==> src/hw/oici_pkg.sv <==
// shared constants and types of the onboard I/O counter interface
package oici_pkg;

   // ==========================================================
   // peripheral byte addresses (fixed, not relocatable)
   localparam int ADDR_W = 16;
   localparam logic [15:0] ADDR_CNT1_PRESET = 16'h0112;
   localparam logic [15:0] ADDR_CNT1_CTRL   = 16'h0114;
   localparam logic [15:0] ADDR_CNT2_PRESET = 16'h0115;
   localparam logic [15:0] ADDR_CNT2_CTRL   = 16'h0117;
   localparam logic [15:0] ADDR_CNT3_PRESET = 16'h0118;
   localparam logic [15:0] ADDR_CNT3_CTRL   = 16'h011A;
   localparam logic [15:0] ADDR_CNT1_VALUE  = 16'h0118;
   localparam logic [15:0] ADDR_CNT2_VALUE  = 16'h011A;
   localparam logic [15:0] ADDR_CNT3_BYTE0  = 16'h011C;
   localparam logic [15:0] ADDR_CNT3_BYTE1  = 16'h011D;
   localparam logic [15:0] ADDR_CNT3_BYTE2  = 16'h011E;
   localparam logic [15:0] ADDR_STATE       = 16'h011F;

   // ==========================================================
   // field positions
   localparam int CTRL_EN_BIT    = 0;
   localparam int CTRL_LOAD_BIT  = 1;
   localparam int STATE_RUN_LSB  = 4;
   localparam int INFO_EOC_BIT   = 12;
   localparam int INFO_SRC_LSB   = 8;

   // ==========================================================
   // values
   localparam logic [15:0] AI_OVER_MIN     = 16'h7F00;
   localparam logic [15:0] AI_UNDER_MAX    = 16'h80FF;
   localparam logic [15:0] AI_RANGE_ERROR  = 16'h7FFF;
   localparam logic [15:0] MODULE_START    = 16'h0110;
   localparam logic [15:0] INFO_THREE_ZERO = 16'h0000;
   localparam logic [7:0]  BYTE_ZERO       = 8'h00;

   // ==========================================================
   // timing
   localparam int CLK_PERIOD_NS = 5;
   localparam int TICK_NS       = 1000;
   localparam int TICK_CYCLES   = (TICK_NS + CLK_PERIOD_NS - 1) / CLK_PERIOD_NS;
   localparam int GATE_FAST_MS  = 100;
   localparam int GATE_MID_MS   = 1000;
   localparam int GATE_SLOW_MS  = 10000;
   localparam int TICKS_PER_MS  = 1000;

   // ==========================================================
   // types
   typedef enum logic [2:0] {
      FUNC_DIGITAL,
      FUNC_ALARM,
      FUNC_COUNTER,
      FUNC_FREQ,
      FUNC_PERIOD
   } oici_func_t;

   typedef enum logic [1:0] {
      GATE_FAST,
      GATE_MID,
      GATE_SLOW
   } oici_gate_t;

   typedef enum logic [0:0] {
      CYC_IDLE,
      CYC_RUN
   } oici_cyc_t;

endpackage

==> src/hw/oici_counter.sv <==
// one event counter channel with preset, compare and hit detection
`timescale 1ns/1ps
`default_nettype none
module oici_counter #(
   parameter int W = 16
) (
   // clock and reset
   input  wire logic         core_clk,
   input  wire logic         rst,
   // control
   input  wire logic         active,
   input  wire logic         countDown,
   input  wire logic         countEvent,
   input  wire logic         loadPulse,
   input  wire logic [W-1:0] loadValue,
   // results
   output logic [W-1:0]      count,
   output logic              hit
);
   import oici_pkg::*;

   logic [W-1:0] count_q;
   logic [W-1:0] compare_q;
   logic         hit_q;

   // down counters start from the written value, up counters compare against it
   always_ff @(posedge core_clk) begin
      if (rst) begin
         count_q   <= '0;
         compare_q <= '0;
      end else if (loadPulse) begin
         if (countDown) begin
            count_q <= loadValue;
         end else begin
            count_q   <= '0;
            compare_q <= loadValue;
         end
      end else if (active && countEvent) begin
         count_q <= countDown ? count_q - W'(1) : count_q + W'(1);
      end
   end

   // hit on reaching compare when counting up, on the zero transition when down
   always_ff @(posedge core_clk) begin
      if (rst) begin
         hit_q <= 1'b0;
      end else begin
         hit_q <= active && countEvent && !loadPulse &&
                  (countDown ? (count_q == W'(1)) : (count_q + W'(1) == compare_q));
      end
   end

   assign count = count_q;
   assign hit   = hit_q;

endmodule
`default_nettype wire

==> src/hw/oici_top.sv <==
// onboard I/O: universal inputs, counters, analog value handling, alarm info
// ==========================================================
`timescale 1ns/1ps
`default_nettype none
module oici_top
   import oici_pkg::*;
#(
   parameter int CW           = 16,
   parameter int FW           = 24,
   parameter int GATE_FAST_TK = GATE_FAST_MS * TICKS_PER_MS,
   parameter int GATE_MID_TK  = GATE_MID_MS * TICKS_PER_MS,
   parameter int GATE_SLOW_TK = GATE_SLOW_MS * TICKS_PER_MS
) (
   // clock and reset
   input  wire logic                 core_clk,
   input  wire logic                 rst,
   // peripheral byte access from the CPU
   input  wire logic                 wrStb,
   input  wire logic [ADDR_W-1:0]    wrAddr,
   input  wire logic [7:0]           wrData,
   input  wire logic                 rdStb,
   input  wire logic [ADDR_W-1:0]    rdAddr,
   output logic [7:0]                rdData,
   output logic                      rdValid,
   // universal input pins
   input  wire logic [3:0]           uniIn,
   // parameter block
   input  wire oici_pkg::oici_func_t funcSel1,
   input  wire oici_pkg::oici_func_t funcSel2,
   input  wire oici_pkg::oici_func_t funcSel3,
   input  wire oici_pkg::oici_func_t funcSel4,
   input  wire logic [2:0]           countDown,
   input  wire logic [3:0]           fallingEdge,
   input  wire logic [2:0]           hitAlarmEn,
   input  wire oici_pkg::oici_gate_t gateSel,
   input  wire logic                 diagEnable,
   input  wire logic                 alarmCycleMode,
   input  wire logic                 useSubstitute,
   input  wire logic [15:0]          substituteValue,
   // operating state
   input  wire logic                 cpuRun,
   input  wire logic                 supplyOk,
   // analog converter side
   input  wire logic [15:0]          adcValue,
   input  wire logic                 adcValid,
   input  wire logic                 cycleDone,
   input  wire logic                 timedAlarm,
   input  wire logic [15:0]          aoCpuValue,
   output logic [15:0]               aiValue,
   output logic [15:0]               aoValue,
   output logic                      cycleStart,
   output logic                      diagMessage,
   output logic                      diagAlarm,
   // process alarm
   output logic                      procAlarm,
   output logic [15:0]               alarmInfoWordOne,
   output logic [15:0]               alarmInfoWordTwo,
   output logic [15:0]               alarmInfoWordThree
);
   import oici_pkg::*;

   // overflow is 7F00 and up, underflow 80FF and down, signed
   function automatic logic outOfRange(input logic [15:0] v);
      return ($signed(v) >= $signed(AI_OVER_MIN)) || ($signed(v) <= $signed(AI_UNDER_MAX));
   endfunction

   // ==========================================================
   // input synchronisers and edge detection
   logic [3:0]  syncA_q, syncB_q, syncC_q, level_q, levelPrev_q;
   logic [3:0]  edgeEvent;
   oici_func_t  func [4];

   assign func[0] = funcSel1;
   assign func[1] = funcSel2;
   assign func[2] = funcSel3;
   assign func[3] = funcSel4;

   always_ff @(posedge core_clk) begin
      if (rst) begin
         syncA_q     <= '0;
         syncB_q     <= '0;
         syncC_q     <= '0;
         level_q     <= '0;
         levelPrev_q <= '0;
      end else begin
         syncA_q     <= uniIn;
         syncB_q     <= syncA_q;
         syncC_q     <= syncB_q;
         level_q     <= (syncB_q & syncC_q) | (level_q & (syncB_q ^ syncC_q));
         levelPrev_q <= level_q;
      end
   end

   always_comb begin
      for (int i = 0; i < 4; i++) begin
         edgeEvent[i] = fallingEdge[i] ? (levelPrev_q[i] & ~level_q[i]) : (level_q[i] & ~levelPrev_q[i]);
      end
   end

   // ==========================================================
   // preset words and control bytes, high byte at the lower address
   logic [15:0] preset_q [3];
   logic [2:0]  enable_q, loadPulse_q;

   always_ff @(posedge core_clk) begin
      if (rst) begin
         for (int i = 0; i < 3; i++) begin
            preset_q[i] <= '0;
         end
      end else if (wrStb) begin
         unique case (wrAddr)
            ADDR_CNT1_PRESET:         preset_q[0][15:8] <= wrData;
            ADDR_CNT1_PRESET + 16'h1: preset_q[0][7:0]  <= wrData;
            ADDR_CNT2_PRESET:         preset_q[1][15:8] <= wrData;
            ADDR_CNT2_PRESET + 16'h1: preset_q[1][7:0]  <= wrData;
            ADDR_CNT3_PRESET:         preset_q[2][15:8] <= wrData;
            ADDR_CNT3_PRESET + 16'h1: preset_q[2][7:0]  <= wrData;
            default: ;
         endcase
      end
   end

   // a control write with the load bit at zero marks the new value invalid: no load
   always_ff @(posedge core_clk) begin
      if (rst) begin
         enable_q    <= '0;
         loadPulse_q <= '0;
      end else begin
         loadPulse_q <= '0;
         if (wrStb) begin
            unique case (wrAddr)
               ADDR_CNT1_CTRL: begin
                  enable_q[0]    <= wrData[CTRL_EN_BIT];
                  loadPulse_q[0] <= wrData[CTRL_LOAD_BIT];
               end
               ADDR_CNT2_CTRL: begin
                  enable_q[1]    <= wrData[CTRL_EN_BIT];
                  loadPulse_q[1] <= wrData[CTRL_LOAD_BIT];
               end
               ADDR_CNT3_CTRL: begin
                  enable_q[2]    <= wrData[CTRL_EN_BIT];
                  loadPulse_q[2] <= wrData[CTRL_LOAD_BIT];
               end
               default: ;
            endcase
         end
      end
   end

   // ==========================================================
   // event counters 1 to 3
   logic [CW-1:0] cntValue [3];
   logic [2:0]    cntHit, cntActive;

   for (genvar g = 0; g < 3; g++) begin : gCnt
      assign cntActive[g] = enable_q[g] && (func[g] == FUNC_COUNTER);
      oici_counter #(.W(CW)) uCnt (
         .core_clk   (core_clk),
         .rst        (rst),
         .active     (cntActive[g]),
         .countDown  (countDown[g]),
         .countEvent (edgeEvent[g]),
         .loadPulse  (loadPulse_q[g]),
         .loadValue  (CW'(preset_q[g])),
         .count      (cntValue[g]),
         .hit        (cntHit[g])
      );
   end

   // ==========================================================
   // frequency and period measurement on input 3, microsecond timebase
   localparam int TW = $clog2(TICK_CYCLES + 1);
   logic [TW-1:0] tickDiv_q;
   logic          tick_q;
   logic [FW-1:0] gateCnt_q, measAcc_q, measResult_q;
   logic [FW-1:0] gateLen;
   logic          measFreq, measPeriod;

   assign measFreq   = (func[2] == FUNC_FREQ);
   assign measPeriod = (func[2] == FUNC_PERIOD);

   always_comb begin
      unique case (gateSel)
         GATE_FAST: gateLen = FW'(GATE_FAST_TK);
         GATE_MID:  gateLen = FW'(GATE_MID_TK);
         GATE_SLOW: gateLen = FW'(GATE_SLOW_TK);
         default:   gateLen = FW'(GATE_MID_TK);
      endcase
   end

   always_ff @(posedge core_clk) begin
      if (rst) begin
         tickDiv_q <= '0;
         tick_q    <= 1'b0;
      end else begin
         tick_q    <= (tickDiv_q == TW'(TICK_CYCLES - 1));
         tickDiv_q <= (tickDiv_q == TW'(TICK_CYCLES - 1)) ? '0 : tickDiv_q + TW'(1);
      end
   end

   // accumulators saturate rather than wrap so an overlong period reads full scale at its closing edge
   always_ff @(posedge core_clk) begin
      if (rst || !(measFreq || measPeriod)) begin
         gateCnt_q    <= '0;
         measAcc_q    <= '0;
         measResult_q <= '0;
      end else if (measFreq) begin
         if (tick_q) begin
            gateCnt_q <= (gateCnt_q + FW'(1) >= gateLen) ? '0 : gateCnt_q + FW'(1);
         end
         if (tick_q && (gateCnt_q + FW'(1) >= gateLen)) begin
            measResult_q <= measAcc_q;
            measAcc_q    <= FW'(edgeEvent[2]);
         end else if (edgeEvent[2] && (measAcc_q != '1)) begin
            measAcc_q <= measAcc_q + FW'(1);
         end
      end else begin
         if (edgeEvent[2]) begin
            measResult_q <= measAcc_q;
            measAcc_q    <= '0;
         end else if (tick_q && (measAcc_q != '1)) begin
            measAcc_q <= measAcc_q + FW'(1);
         end
      end
   end

   // ==========================================================
   // CPU reads, answered one cycle after the strobe
   logic [FW-1:0] thirdWord;
   logic [7:0]    stateByte;
   logic [7:0]    rdData_q;
   logic          rdValid_q;

   assign thirdWord = (measFreq || measPeriod) ? measResult_q : FW'(cntValue[2]);
   assign stateByte = {1'b0, cntActive, level_q};

   always_ff @(posedge core_clk) begin
      if (rst) begin
         rdData_q  <= BYTE_ZERO;
         rdValid_q <= 1'b0;
      end else begin
         rdValid_q <= rdStb;
         if (rdStb) begin
            unique case (rdAddr)
               ADDR_CNT1_VALUE:         rdData_q <= cntValue[0][15:8];
               ADDR_CNT1_VALUE + 16'h1: rdData_q <= cntValue[0][7:0];
               ADDR_CNT2_VALUE:         rdData_q <= cntValue[1][15:8];
               ADDR_CNT2_VALUE + 16'h1: rdData_q <= cntValue[1][7:0];
               ADDR_CNT3_BYTE0:         rdData_q <= thirdWord[23:16];
               ADDR_CNT3_BYTE1:         rdData_q <= thirdWord[15:8];
               ADDR_CNT3_BYTE2:         rdData_q <= thirdWord[7:0];
               ADDR_STATE:              rdData_q <= stateByte;
               default:                 rdData_q <= BYTE_ZERO;
            endcase
         end
      end
   end

   assign rdData  = rdData_q;
   assign rdValid = rdValid_q;

   // ==========================================================
   // analog input and output values
   logic [15:0] aiValue_q, aoValue_q;
   logic        diagMsg_q, diagAlarm_q;

   always_ff @(posedge core_clk) begin
      if (rst) begin
         aiValue_q   <= '0;
         diagMsg_q   <= 1'b0;
         diagAlarm_q <= 1'b0;
      end else begin
         diagMsg_q   <= 1'b0;
         diagAlarm_q <= 1'b0;
         if (adcValid && supplyOk) begin
            aiValue_q <= outOfRange(adcValue) ? AI_RANGE_ERROR : adcValue;
            if (outOfRange(adcValue) && diagEnable) begin
               diagMsg_q   <= 1'b1;
               diagAlarm_q <= 1'b1;
            end
         end
      end
   end

   // loss of supply drives zero, stop drives substitute or holds
   always_ff @(posedge core_clk) begin
      if (rst || !supplyOk) begin
         aoValue_q <= '0;
      end else if (cpuRun) begin
         aoValue_q <= outOfRange(aoCpuValue) ? '0 : aoCpuValue;
      end else if (useSubstitute) begin
         aoValue_q <= substituteValue;
      end
   end

   assign aiValue     = aiValue_q;
   assign aoValue     = aoValue_q;
   assign diagMessage = diagMsg_q;
   assign diagAlarm   = diagAlarm_q;

   // ==========================================================
   // measuring cycle sequencing
   oici_cyc_t cyc_q;
   logic      cycleStart_q, endOfCycle_q;

   always_ff @(posedge core_clk) begin
      if (rst) begin
         cyc_q        <= CYC_IDLE;
         cycleStart_q <= 1'b0;
         endOfCycle_q <= 1'b0;
      end else begin
         cycleStart_q <= 1'b0;
         endOfCycle_q <= 1'b0;
         unique case (cyc_q)
            CYC_IDLE: if (!alarmCycleMode || timedAlarm) begin
               cycleStart_q <= 1'b1;
               cyc_q        <= CYC_RUN;
            end
            CYC_RUN: if (cycleDone) begin
               endOfCycle_q <= alarmCycleMode;
               cyc_q        <= CYC_IDLE;
            end
         endcase
      end
   end

   assign cycleStart = cycleStart_q;

   // ==========================================================
   // process alarm and its information words
   logic [3:0]  alarmSrc;
   logic        procAlarm_q;
   logic [15:0] infoTwo_q;

   always_comb begin
      for (int i = 0; i < 4; i++) begin
         alarmSrc[i] = (func[i] == FUNC_ALARM) && edgeEvent[i];
      end
      for (int i = 0; i < 3; i++) begin
         alarmSrc[i] = alarmSrc[i] || (cntHit[i] && hitAlarmEn[i] && cntActive[i]);
      end
   end

   always_ff @(posedge core_clk) begin
      if (rst) begin
         procAlarm_q <= 1'b0;
         infoTwo_q   <= '0;
      end else begin
         procAlarm_q <= (|alarmSrc) || endOfCycle_q;
         if ((|alarmSrc) || endOfCycle_q) begin
            infoTwo_q                             <= '0;
            infoTwo_q[INFO_SRC_LSB +: 4]          <= alarmSrc;
            infoTwo_q[INFO_EOC_BIT]               <= endOfCycle_q;
         end
      end
   end

   assign procAlarm          = procAlarm_q;
   assign alarmInfoWordOne   = MODULE_START;
   assign alarmInfoWordTwo   = infoTwo_q;
   assign alarmInfoWordThree = INFO_THREE_ZERO;

   // ==========================================================
   // checks
   load_takes_preset_a: assert property (@(posedge core_clk) disable iff (rst)
      loadPulse_q[0] && countDown[0] |=> cntValue[0] == $past(preset_q[0]))
      else $error("down counter did not take preset");

   ctrl_load_pulse_a: assert property (@(posedge core_clk) disable iff (rst)
      wrStb && wrAddr == ADDR_CNT1_CTRL && !wrData[CTRL_LOAD_BIT] |=> !loadPulse_q[0])
      else $error("load taken with invalid flag");

   ctrl_enable_a: assert property (@(posedge core_clk) disable iff (rst)
      wrStb && wrAddr == ADDR_CNT2_CTRL |=> enable_q[1] == $past(wrData[CTRL_EN_BIT]))
      else $error("enable bit not stored");

   state_byte_a: assert property (@(posedge core_clk) disable iff (rst)
      rdStb && rdAddr == ADDR_STATE |=> rdValid && rdData[STATE_RUN_LSB +: 3] == $past(cntActive))
      else $error("counting state bits wrong");

   ai_range_a: assert property (@(posedge core_clk) disable iff (rst)
      adcValid && supplyOk && outOfRange(adcValue) |=> aiValue == AI_RANGE_ERROR)
      else $error("range error code not reported");

   diag_gate_a: assert property (@(posedge core_clk) disable iff (rst)
      !$past(diagEnable) |-> !diagMessage && !diagAlarm)
      else $error("diagnostic without enable");

   ao_range_a: assert property (@(posedge core_clk) disable iff (rst)
      supplyOk && cpuRun && outOfRange(aoCpuValue) |=> aoValue == 16'h0000)
      else $error("output out of range not zeroed");

   cycle_wait_a: assert property (@(posedge core_clk) disable iff (rst)
      cyc_q == CYC_IDLE && alarmCycleMode && !timedAlarm |=> !cycleStart)
      else $error("cycle started without timed alarm");

   eoc_info_a: assert property (@(posedge core_clk) disable iff (rst)
      endOfCycle_q |=> procAlarm && alarmInfoWordTwo[INFO_EOC_BIT])
      else $error("end of cycle not flagged");

endmodule
`default_nettype wire

==> config.mk <==
export PLATFORM = sky130hd
export DESIGN_NAME = oici_top
export DESIGN_NICKNAME = d
export VERILOG_FILES = /design/src/hw/oici_pkg.sv /design/src/hw/oici_counter.sv /design/src/hw/oici_top.sv
export SDC_FILE = /design/constraint.sdc
export NUM_CORES = 1
export LEC_CHECK = 0
export ABC_AREA = 1
export BUFFER_PORTS_ARGS = -buffer_cell sky130_fd_sc_hd__buf_2
export CORE_AREA = 2 2 175 212
export CTS_BUF_LIST = sky130_fd_sc_hd__clkbuf_4
export DETAILED_ROUTE_END_ITERATION = 8
export DIE_AREA = 0 0 177 214
export PLACE_DENSITY = 0.75
export SETUP_SLACK_MARGIN = 0.5
export SLEW_MARGIN = 20
export SYNTH_ARGS = -nofsm -noshare
export SYNTH_HDL_FRONTEND = slang
export SYNTH_SLANG_ARGS = --single-unit
==> constraint.sdc <==
create_clock -name core_clk -period 4.65 [get_ports core_clk]
set_input_delay 0.93 -clock core_clk [delete_from_list [all_inputs] [get_ports core_clk]]
set_output_delay 0.93 -clock core_clk [all_outputs]
set_load 0.005 [all_outputs]
; Word level (Yosys, flattened, before mapping)
; Memories as Yosys holds them, arrays and structs flattened.
; Index checks and enable logic that the tools add are counted.
[classes]
n_shift = 0
order_cmp = 5
eq_ne = 37
reduce_logical = 67
n_div = 0
addsub = 9
mul = 0
bitwise_logic = 36
muxes = 71
[op_table]
columns = cell, n
row1 = "16-bit by 9-bit equality test with 1-bit output, second input constant", 17
row2 = 16-bit 2-to-1 mux, 16
row3 = 24-bit 2-to-1 mux, 10
row4 = 8-bit case mux with 8 select lines, 1
row5 = "16-bit by 1-bit adder with 16-bit output, second input constant", 3
row6 = "24-bit by 1-bit adder with 24-bit output, second input constant", 2
row7 = "16-bit by 1-bit equality test with 1-bit output, second input constant", 3
row8 = 16-bit equality test, 3
row9 = 8-bit 2-to-1 mux, 6
row10 = 24-bit case mux with 2 select lines, 1
row11 = "16-bit by 1-bit subtractor with 16-bit output, second input constant", 3
row12 = 1-bit 2-to-1 mux, 36
row13 = "16-bit greater-or-equal comparator, second input constant", 2
row14 = "16-bit less-or-equal comparator, second input constant", 2
row15 = 1-bit logical AND, 27
row16 = 24-bit greater-or-equal comparator, 1
row17 = "24-bit != test, second input constant", 1
row18 = 1-bit inverter, 18
row19 = 2-bit AND reduction, 9
row20 = "3-bit by 1-bit equality test with 1-bit output, second input constant", 4
row21 = "3-bit by 2-bit equality test with 1-bit output, second input constant", 4
row22 = 3-bit OR reduction, 4
row23 = 1-bit logical OR, 10
row24 = 2-bit nonzero test, 5
row25 = 17 further kinds, 37
[word_totals]
mem_bits_rw = 48
input_bits = 128
out_inout_bits = 93
register_bits = 257
latch_bits = 0
wordCells = 261
mem_count = 1
mem_bits_ro = 0
[memory_table]
columns = name, words, word_bits, rd, rd_ports_with_merged_regs, wr, line_no
row1 = preset_q, 3, 16, 3, 0, 3, oici_top.sv:102  ; logic [15:0] preset_q [3];

; Depth between registers and ports, before layout
; Gate-level depths: netlist of run 1.
[depth]
word_depth = 7
depth_mapped = 24
depth_no_buf = 23

; Modules after synthesis
; Synthesis of run 1 repeated with hierarchy kept, for this count alone.
[unflattened]
cells_unflattened = 2704
hier_area_um2 = 17925.9
[by_module_without_submodules]
columns = mod, n_inst, area_each_um2, seq_area_each_um2, cells_per_inst
row1 = oici_top, 1, 10369.9, 4604.4, 1428
row2 = oici_counter at gCnt[0].uCnt ..., 2, 2513.7, 660.6, 423
row3 = oici_counter at gCnt[1].uCnt, 1, 2528.7, 660.6, 430

; Worst setup path after synthesis of run 1
; Ideal clock, no wire load.
[synth_path]
kind = input to register
startpoint = input wrAddr[13]
endpoint = memory preset_q[0][10], enable pin
t_required_ns = 4.266
t_arrival_ns = 2.732
path_buffers = 0
stages = 4
setup_time_ns = 0.384
slack_ns = 1.534
cell_sequence = or4_1 -> nor4_1 -> nand4_1 -> o21ai_0
[synth_lines]
columns = element, line_no
row1 = from (decl), oici_top.sv:19  ; input wire logic [ADDR_W-1:0] wrAddr,
row2 = to (decl), oici_top.sv:102

; Final worst setup path of run 1
[layout_path]
startpoint = register gateCnt_q[2]
endpoint = register measAcc_q[10]
[layout_via]
elab_chain_cells = 5
elab_cells_between_ends = 7
[layout_lines]
columns = element, line_no
row1 = from (decl), oici_top.sv:175  ; logic [FW-1:0] gateCnt_q, measAcc_q, measResult_q;
row2 = from (signal assigned), oici_top.sv:209  ; gateCnt_q <= (gateCnt_q + FW'(1) >= gateLen) ? '0 : gateCnt_q + FW'(1);
row3 = 24-bit by 1-bit adder with 24-bit output *, oici_top.sv:211  ; if (tick_q && (gateCnt_q + FW'(1) >= gateLen)) begin
row4 = 24-bit greater-or-equal comparator *, oici_top.sv:211
row5 = 1-bit logical AND *, oici_top.sv:211
row6 = 3-bit by 1-bit != test with 1-bit output (no line) / 24-bit 2-to-1 mux (equally long branches), -
row7 = 2-bit AND reduction (no line) / 24-bit 2-to-1 mux (equally long branches), -
row8 = to (signal assigned), oici_top.sv:213  ; measAcc_q <= FW'(edgeEvent[2]);
row9 = to (signal assigned), oici_top.sv:215  ; measAcc_q <= measAcc_q + FW'(1);
row10 = to (signal assigned), oici_top.sv:222  ; measAcc_q <= measAcc_q + FW'(1);
row11 = to (decl), oici_top.sv:175
; Every way passes the cells marked *; elsewhere a longest branch is shown, timed or not.
; A chain may end at the register's enable or synchronous reset.

==> results.py, run 1 <==
metrics = {
    "floorplan": {
        "start_util_pct": 46.7,
        "dieHeight_um": 214,
        "die_w_um": 177,
        "design.die.area_mm2": 0.0379,
        "fp.coreArea_mm2": 0.0357,
        "num_rows": 76,
        "ioPinCount": 221,
    },
    "min_path": {
        "hold_depth": 2,
        "hp-class": "register to register",
        "hold_start": "syncA_q[1]$_SDFF_PP0_",
    },
    "placed_design": {
        "finalWeightedCongestion": 0.973,
        "hpwl_um": 36700,
        "placed_cell_area_mm2": 0.0177,
        "port_buffers": 177,
    },
    "sta": {
        "slew_violations": 0,
        "tightest_slew_ns": 1.08,
        "worst_clock_skew_ns": 0.0568,
        "final-hold-violation-count": 0,
        "setup_viol": 0,
        "whs_ns": 0.403,
        "tns_ns": 0,
        "rsz0062_at_grt": "no",
        "finalCritPeriodShare_pct": 80.7,
        "period_needed_ns": 3.75,
        "fmax_ghz": 0.266,
        "max_slew_margin_pct": 27.8,
    },
    "setup_path": {
        "required_ns": 5.31,
        "setup.worst_path.start_class": "register",
        "reg2reg_depth": 21,
        "worstPathArrival_ns": 4.42,
        "crit_start": "gateCnt_q[2]$_SDFFE_PP0P_",
        "endpoint_kind": "register",
        "cp_max_fo": 48,
        "rr_startpoint": "gateCnt_q[2]$_SDFFE_PP0P_",
        "crit_type": "register to register",
    },
    "global_route": {
        "grt_overflow": 0,
        "top_usage_layer": "met2",
        "grtUsageMet1_pct": 29.7,
        "gr-usage-met3_pct": 5.18,
        "track_usage_pct": 25.6,
        "grt_pass1_wl_um": 78500,
        "first_global_vias": 15815,
        "grtUsageMet2_pct": 43.9,
        "grt_max_degree": 49,
        "antenna_found_initial": 2,
    },
    "finish": {
        "drive_gt1_share_pct": 13.6,
        "fin_area_mm2": 0.0189,
        "fin_nets": 2703,
        "area_growth_pct": 13.3,
        "multi_input_area_mm2": 0.00860,
        "final_common_cell": "nand2_1",
        "layout_common_cells": "nand2_1 (501), nor2_1 (320), dfxtp_1 (257)",
        "nFillCells": 3468,
        "regArea_mm2": 0.00659,
    },
    "power": {
        "total_leakage_power_nw": 8.08,
        "irDropWorstVdd_uv": 165,
        "power.density_mw_per_mm2": 300,
        "total_power_mw": 5.66,
    },
    "yosys": {
        "post_synth_instance_area_mm2": 0.0166,
        "synth.area.top_cells": "dfxtp_1 (31%), nand2_1 (11%), edfxtp_1 (8.7%)",
        "synth_cells": 2363,
        "ys.flop_type": "dfxtp_1",
        "synth_cell_types": 51,
        "ys_seq_elements": 305,
        "synth_edf_count": 48,
        "synth_top_cell_area_share_pct": 30.9,
        "yosys_warnings": 0,
        "yosysTopAreaCell": "dfxtp_1",
        "ys_seq_area_share_pct": 39.6,
        "avgSynthCellArea_um2": 7.04,
        "ys_async_sr_fraction_pct": 0,
    },
    "route": {
        "wire_per_inst_um": 15.9,
        "firstDrtPassIters": 6,
        "drt_iter0_drc": 1489,
        "antenna_left": 0,
        "routed-via-count": 16616,
        "drc": 0,
        "wirelength_um": 49000,
        "vias_per_cell": 5.39,
    },
    "clock_tree": {
        "clkLatencyLatePin_ns": 0.74,
        "cts_root_buf": "clkbuf_4",
        "hold_buffers": 0,
        "clk_path_buf_depth": 3,
        "cts_tree": "yes",
        "htreeDepth": 3,
        "numCtsBuffers": 81,
        "path_clk_slew_ns": 0.07,
        "post_cts_buffers": 0,
        "clock_sinks": 305,
    },
    "run": {
        "max_cap_violations": 0,
    },
    "status": {
        "status": "finished clean",
    },
}
cell type report:
| type | instances | share of cell area, % |
|---|---|---|
| clock inverters | 33 | 1.45 |
| diodes | 1 | 0.0133 |
| well taps | 468 | 3.10 |
| multi-input cells | 1718 | 45.6 |
| clock buffers | 117 | 4.66 |
| inverters | 248 | 4.94 |
| repair buffers | 192 | 5.31 |
| flip-flops and latches | 305 | 34.9 |
through the flow:
step	util (%)	worst slack (ns)	instances
2_1_floorplan	-	1.53	2404
3_3_place_gp	49.6	1.07	2931
3_5_place_dp	49.6	0.927	2931
4_1_cts	52.8	0.914	3081
5_1_grt	52.9	0.533	3082
6_report	52.9	0.897	3082
what timing repair did:
item                                    4_1_cts  5_1_grt
endpoints found under the hold margin         0        0
gates resized for setup                       0        2
endpoints found under the setup margin        0       15
worst max-delay path, stage by stage, from the launching register on:
cell      delay (ns)
dfxtp_1         0.43
nand2_1         0.08
nor2_1          0.16
nand2_2         0.13
nor2_2          0.19
nand3_1         0.16
nor3_1          0.23
o21ba_2         0.21
ha_1            0.32
nand2_1         0.07
nor2_1          0.05
a211oi_1        0.21
nor3_1          0.09
nor2_1          0.19
nand3_2         0.16
nand2_2         0.12
nand2_1         0.06
buf_4           0.25
nor2_2          0.14
buf_6           0.22
o21ai_1         0.10
a21oi_1         0.12
metal layers:
metal | vias to the layer above | wire length, µm
li1 | 8158 | -
met1 | 7570 | 19600
met2 | 735 | 23600
met3 | 153 | 3470
met4 | 0 | 2380
met5 | - | 0
report_power, final:
group | total (mW) | switching (mW) | internal, mW
logic | 0.297 | 0.195 | 0.102
registers | 2.75 | 0.0295 | 2.72
clock network | 2.61 | 1.16 | 1.45
total | 5.66 | 1.39 | 4.27
logic make-up after synthesis:
family	Yosys count	synth area share, %
other	2	0.0451
XOR/XNOR	111	5.84
AND/OR/NAND/NOR	1131	28.8
flip-flops	305	39.6
AO/OA/AOI/OAI	404	13.8
adder cells (fa/ha/maj)	29	2.18
buffers and inverters	381	9.80
registers in the layout, indices dropped and copies added (netlist names), 5 cells and up:
signal and cells:
tickDiv_q 8, alarmInfoWordTwo 5, preset_q 48, gCnt.uCnt.compare_q 48
gCnt.uCnt.count 48, measResult_q 24, measAcc_q 24, aoValue 16
rdData 8, gateCnt_q 24, aiValue 16
final timing paths:
| path | endpoint | slack (ns) |
|---|---|---|
| worst max-delay path | measAcc_q[10]$_SDFFE_PP0P_ | 0.90 |
| worst min-delay path | syncB_q[1]$_SDFF_PP0_ | 0.40 |
| worst max register to register | measAcc_q[10]$_SDFFE_PP0P_ | 0.90 |
| worst min register to register | syncB_q[1]$_SDFF_PP0_ | 0.40 |
Yosys cell counts (2+ instances only):
master    instances
o21ai_1           5
or2_2            10
conb_1            2
nand4_1          29
nand3_2           2
a211oi_1          5
o22ai_1          16
buf_4            46
o21ai_0         174
nor3_1           49
a221oi_1         11
xor2_1           83
dfxtp_1         257
o31ai_1           3
nand3b_1          4
xnor2_1          28
buf_6             3
o221ai_1          2
nor3b_1           4
nor4_1           38
clkinv_1         10
o21a_1            6
a31oi_1          49
a21oi_1          99
nand3_1         157
nand2_2           6
nand2_1         501
clkbuf_1         76
o211ai_1         19
buf_1             3
ha_1             29
edfxtp_1         48
nor2_2            6
nor2_1          321
buf_2             4
o41ai_1           2
o21bai_1          3
inv_1           238
o311ai_0          3
(Power assumes the default switching activity.)
==> run 2: changes to the inputs <==
--- a/config.mk
+++ b/config.mk
@@ -5,13 +5,13 @@
 export SDC_FILE = /design/constraint.sdc
 export NUM_CORES = 1
 export LEC_CHECK = 0
-export ABC_AREA = 1
+export ABC_AREA = 0
 export BUFFER_PORTS_ARGS = -buffer_cell sky130_fd_sc_hd__buf_2
-export CORE_AREA = 2 2 175 212
+export CORE_AREA = 2 2 177 213
 export CTS_BUF_LIST = sky130_fd_sc_hd__clkbuf_4
 export DETAILED_ROUTE_END_ITERATION = 8
-export DIE_AREA = 0 0 177 214
-export PLACE_DENSITY = 0.75
+export DIE_AREA = 0 0 179 215
+export PLACE_DENSITY = 0.77
 export SETUP_SLACK_MARGIN = 0.5
 export SLEW_MARGIN = 20
 export SYNTH_ARGS = -nofsm -noshare
==> constraint.sdc (replaced) <==
create_clock -name core_clk -period 3.3 [get_ports core_clk]
set_input_delay 0.66 -clock core_clk [delete_from_list [all_inputs] [get_ports core_clk]]
set_output_delay 0.66 -clock core_clk [all_outputs]
set_load 0.005 [all_outputs]
==> run 2 against run 1 <==
First-iteration DRC count up 5.7%. Worst setup slack got worse by 0.88 ns. Global-route usage increased by 1.0 points. Count of clock-buffer cells in the layout grew 2. Combinational power up 62%. Fmax rose by 14%. Critical path depth decreased by 6. Worst hold slack got worse by 0.32 ns. Synthesized area up 1.7%. Sequential power increased by 41%. Power up 36%. Critical path type unchanged.
==> results.py, run 2 <==
metrics = {
    "setup_path": {
        "worstPathArrival_ns": 3.96,
        "required_ns": 3.97,
        "cp_max_fo": 5,
        "endpoint_kind": "register",
        "setup.worst_path.start_class": "register",
        "crit_type": "register to register",
    },
    "route": {
        "firstDrtPassIters": 6,
        "wirelength_um": 53300,
        "routed-via-count": 17043,
        "vias_per_cell": 5.98,
        "wire_per_inst_um": 18.7,
        "drc": 0,
        "antenna_left": 0,
        "drt_iter0_drc": 1574,
    },
    "floorplan": {
        "start_util_pct": 46.3,
        "design.die.area_mm2": 0.0385,
        "fp.coreArea_mm2": 0.0365,
        "dieHeight_um": 215,
        "ioPinCount": 221,
        "num_rows": 77,
        "die_w_um": 179,
    },
    "finish": {
        "area_growth_pct": 21.9,
        "finish.utilization_pct": 56.5,
        "fin_nets": 2473,
        "final_common_cell": "nand2_1",
        "fin_area_mm2": 0.0206,
        "drive_gt1_share_pct": 25.1,
        "instances_no_fill": 2851,
        "layout_common_cells": "nand2_1 (254), dfxtp_1 (246), nor2_1 (196)",
        "nFillCells": 3203,
    },
    "global_route": {
        "grtUsageMet2_pct": 44.8,
        "gr-usage-met3_pct": 5.08,
        "first_global_vias": 16421,
        "grtUsageMet1_pct": 30.5,
        "grt_pass1_wl_um": 82400,
        "grt_max_degree": 156,
        "track_usage_pct": 26.6,
        "grt_overflow": 0,
        "antenna_found_initial": 7,
        "top_usage_layer": "met2",
    },
    "yosys": {
        "ys_async_sr_fraction_pct": 0,
        "synth_top_cell_area_share_pct": 30.4,
        "ys.flop_type": "dfxtp_1",
        "yosys-top-cells-count": "dfxtp_1 (257), nand2_1 (257), nor2_1 (202)",
        "yosysTopAreaCell": "dfxtp_1",
        "avgSynthCellArea_um2": 8.13,
        "synth.area.top_cells": "dfxtp_1 (30%), edfxtp_1 (8.5%), nand2_1 (5.7%)",
        "synth_cell_types": 83,
        "yosys_warnings": 0,
        "ys_seq_elements": 305,
        "synth_cells": 2082,
        "ys_seq_area_share_pct": 38.9,
        "synth_edf_count": 48,
        "post_synth_instance_area_mm2": 0.0169,
    },
    "clock_tree": {
        "hold_buffers": 0,
        "clock_sinks": 305,
        "numCtsBuffers": 77,
        "path_clk_slew_ns": 0.07,
        "cts_root_buf": "clkbuf_4",
        "clkLatencyLatePin_ns": 0.79,
        "htreeDepth": 3,
        "clk_path_buf_depth": 3,
        "cts_tree": "yes",
    },
    "placed_design": {
        "place_inst": 2685,
        "placed_cell_area_mm2": 0.0187,
        "finalWeightedCongestion": 0.977,
        "hpwl_um": 36600,
        "port_buffers": 177,
    },
    "power": {
        "total_power_mw": 7.71,
        "irDropWorstVdd_uv": 189,
        "total_leakage_power_nw": 7.82,
        "power.density_mw_per_mm2": 374,
    },
    "sta": {
        "tightest_slew_ns": 1.02,
        "worst_clock_skew_ns": 0.0550,
        "setup_viol": 0,
        "period_needed_ns": 3.29,
        "final-hold-violation-count": 0,
        "fmax_ghz": 0.304,
        "slew_violations": 0,
        "max_slew_margin_pct": 30.1,
        "finalCritPeriodShare_pct": 99.6,
        "whs_ns": 0.0815,
        "rsz0062_at_grt": "yes",
    },
    "min_path": {
        "hp-class": "input pin to register",
    },
    "status": {
        "status": "finished clean",
    },
    "run": {
        "max_cap_violations": 0,
    },
}
[run 2: area by class of cell]
class	instances	area [µm²]	share of cell area, %
multi-input combinational	1591	10200	49.5
timing repair buffer	311	2090	10.1
antenna	5	12.5	0.0607
sequential	305	6600	32.0
tap	474	593	2.88
inverter	30	113	0.546
clock inverter	16	113	0.546
clock buffer	119	893	4.33
[run 2: worst paths after layout]
path / from / to / slack (ns) / depth (start not counted)
worst max-delay path: gateCnt_q[0]$_SDFFE_PP0P_ / measResult_q[10]$_SDFFE_PP0P_ / 0.01 / 15
worst max register to register: gateCnt_q[0]$_SDFFE_PP0P_ / measResult_q[10]$_SDFFE_PP0P_ / 0.01 / 15
worst min-delay path: cycleDone / cyc_q$_SDFF_PP0_ / 0.08 / 2
worst min register to register: syncB_q[2]$_SDFF_PP0_ / syncC_q[2]$_SDFF_PP0_ / 0.43 / 1
[run 2: timing repair]
action	4_1_cts	5_1_grt
buffers inserted	13	5
gates resized for setup	68	83
pin swaps	50	41
gates cloned	7	1
setup endpoints to repair	74	74
[run 2: cell families (layout without fill, tap and decap cells)]
group	after synthesis	count (layout)	synth area share [%]
AND/OR/NAND/NOR	885	885	25.4
AO/OA/AOI/OAI	444	450	16.9
flip-flops	305	305	38.9
multiplexers	56	56	3.47
other	2	48	0.0444
XOR/XNOR	128	128	6.62
buffers and inverters	233	476	6.50
adder cells (fa/ha/maj)	29	29	2.14
[run 2: power by group]
part | total, mW | switching [mW] | internal (mW)
logic | 0.481 | 0.294 | 0.187
registers | 3.88 | 0.0446 | 3.84
clock network | 3.34 | 1.55 | 1.79
total | 7.71 | 1.89 | 5.81
[run 2: metal layers]
layer / part of all wire, % / vias up
met5: 0.051 / -
met4: 5.9 / 4
met3: 8.2 / 209
met2: 49 / 917
met1: 37 / 8033
li1: - / 7880
[run 2: critical path, cell delays in order (launching register included)]
cell	delay [ns]
dfxtp_2	0.36
ha_4	0.17
nand3_4	0.08
nor2_4	0.14
nand3_4	0.11
nor2_1	0.13
xor2_1	0.23
ha_1	0.26
and4bb_1	0.23
nor3_4	0.25
o311ai_4	0.20
buf_12	0.19
o211ai_4	0.35
clkbuf_16	0.23
nand3_2	0.08
a21oi_2	0.16
[run 2: metrics by stage]
step | setup slack, ns | TNS [ns]
after floorplan | 0.138 | 0
after global placement | -0.00893 | -0.0667
after detailed placement | -0.0933 | -3.11
after CTS | 0.123 | 0
after global routing | -0.142 | -3.80
final | 0.0125 | 0
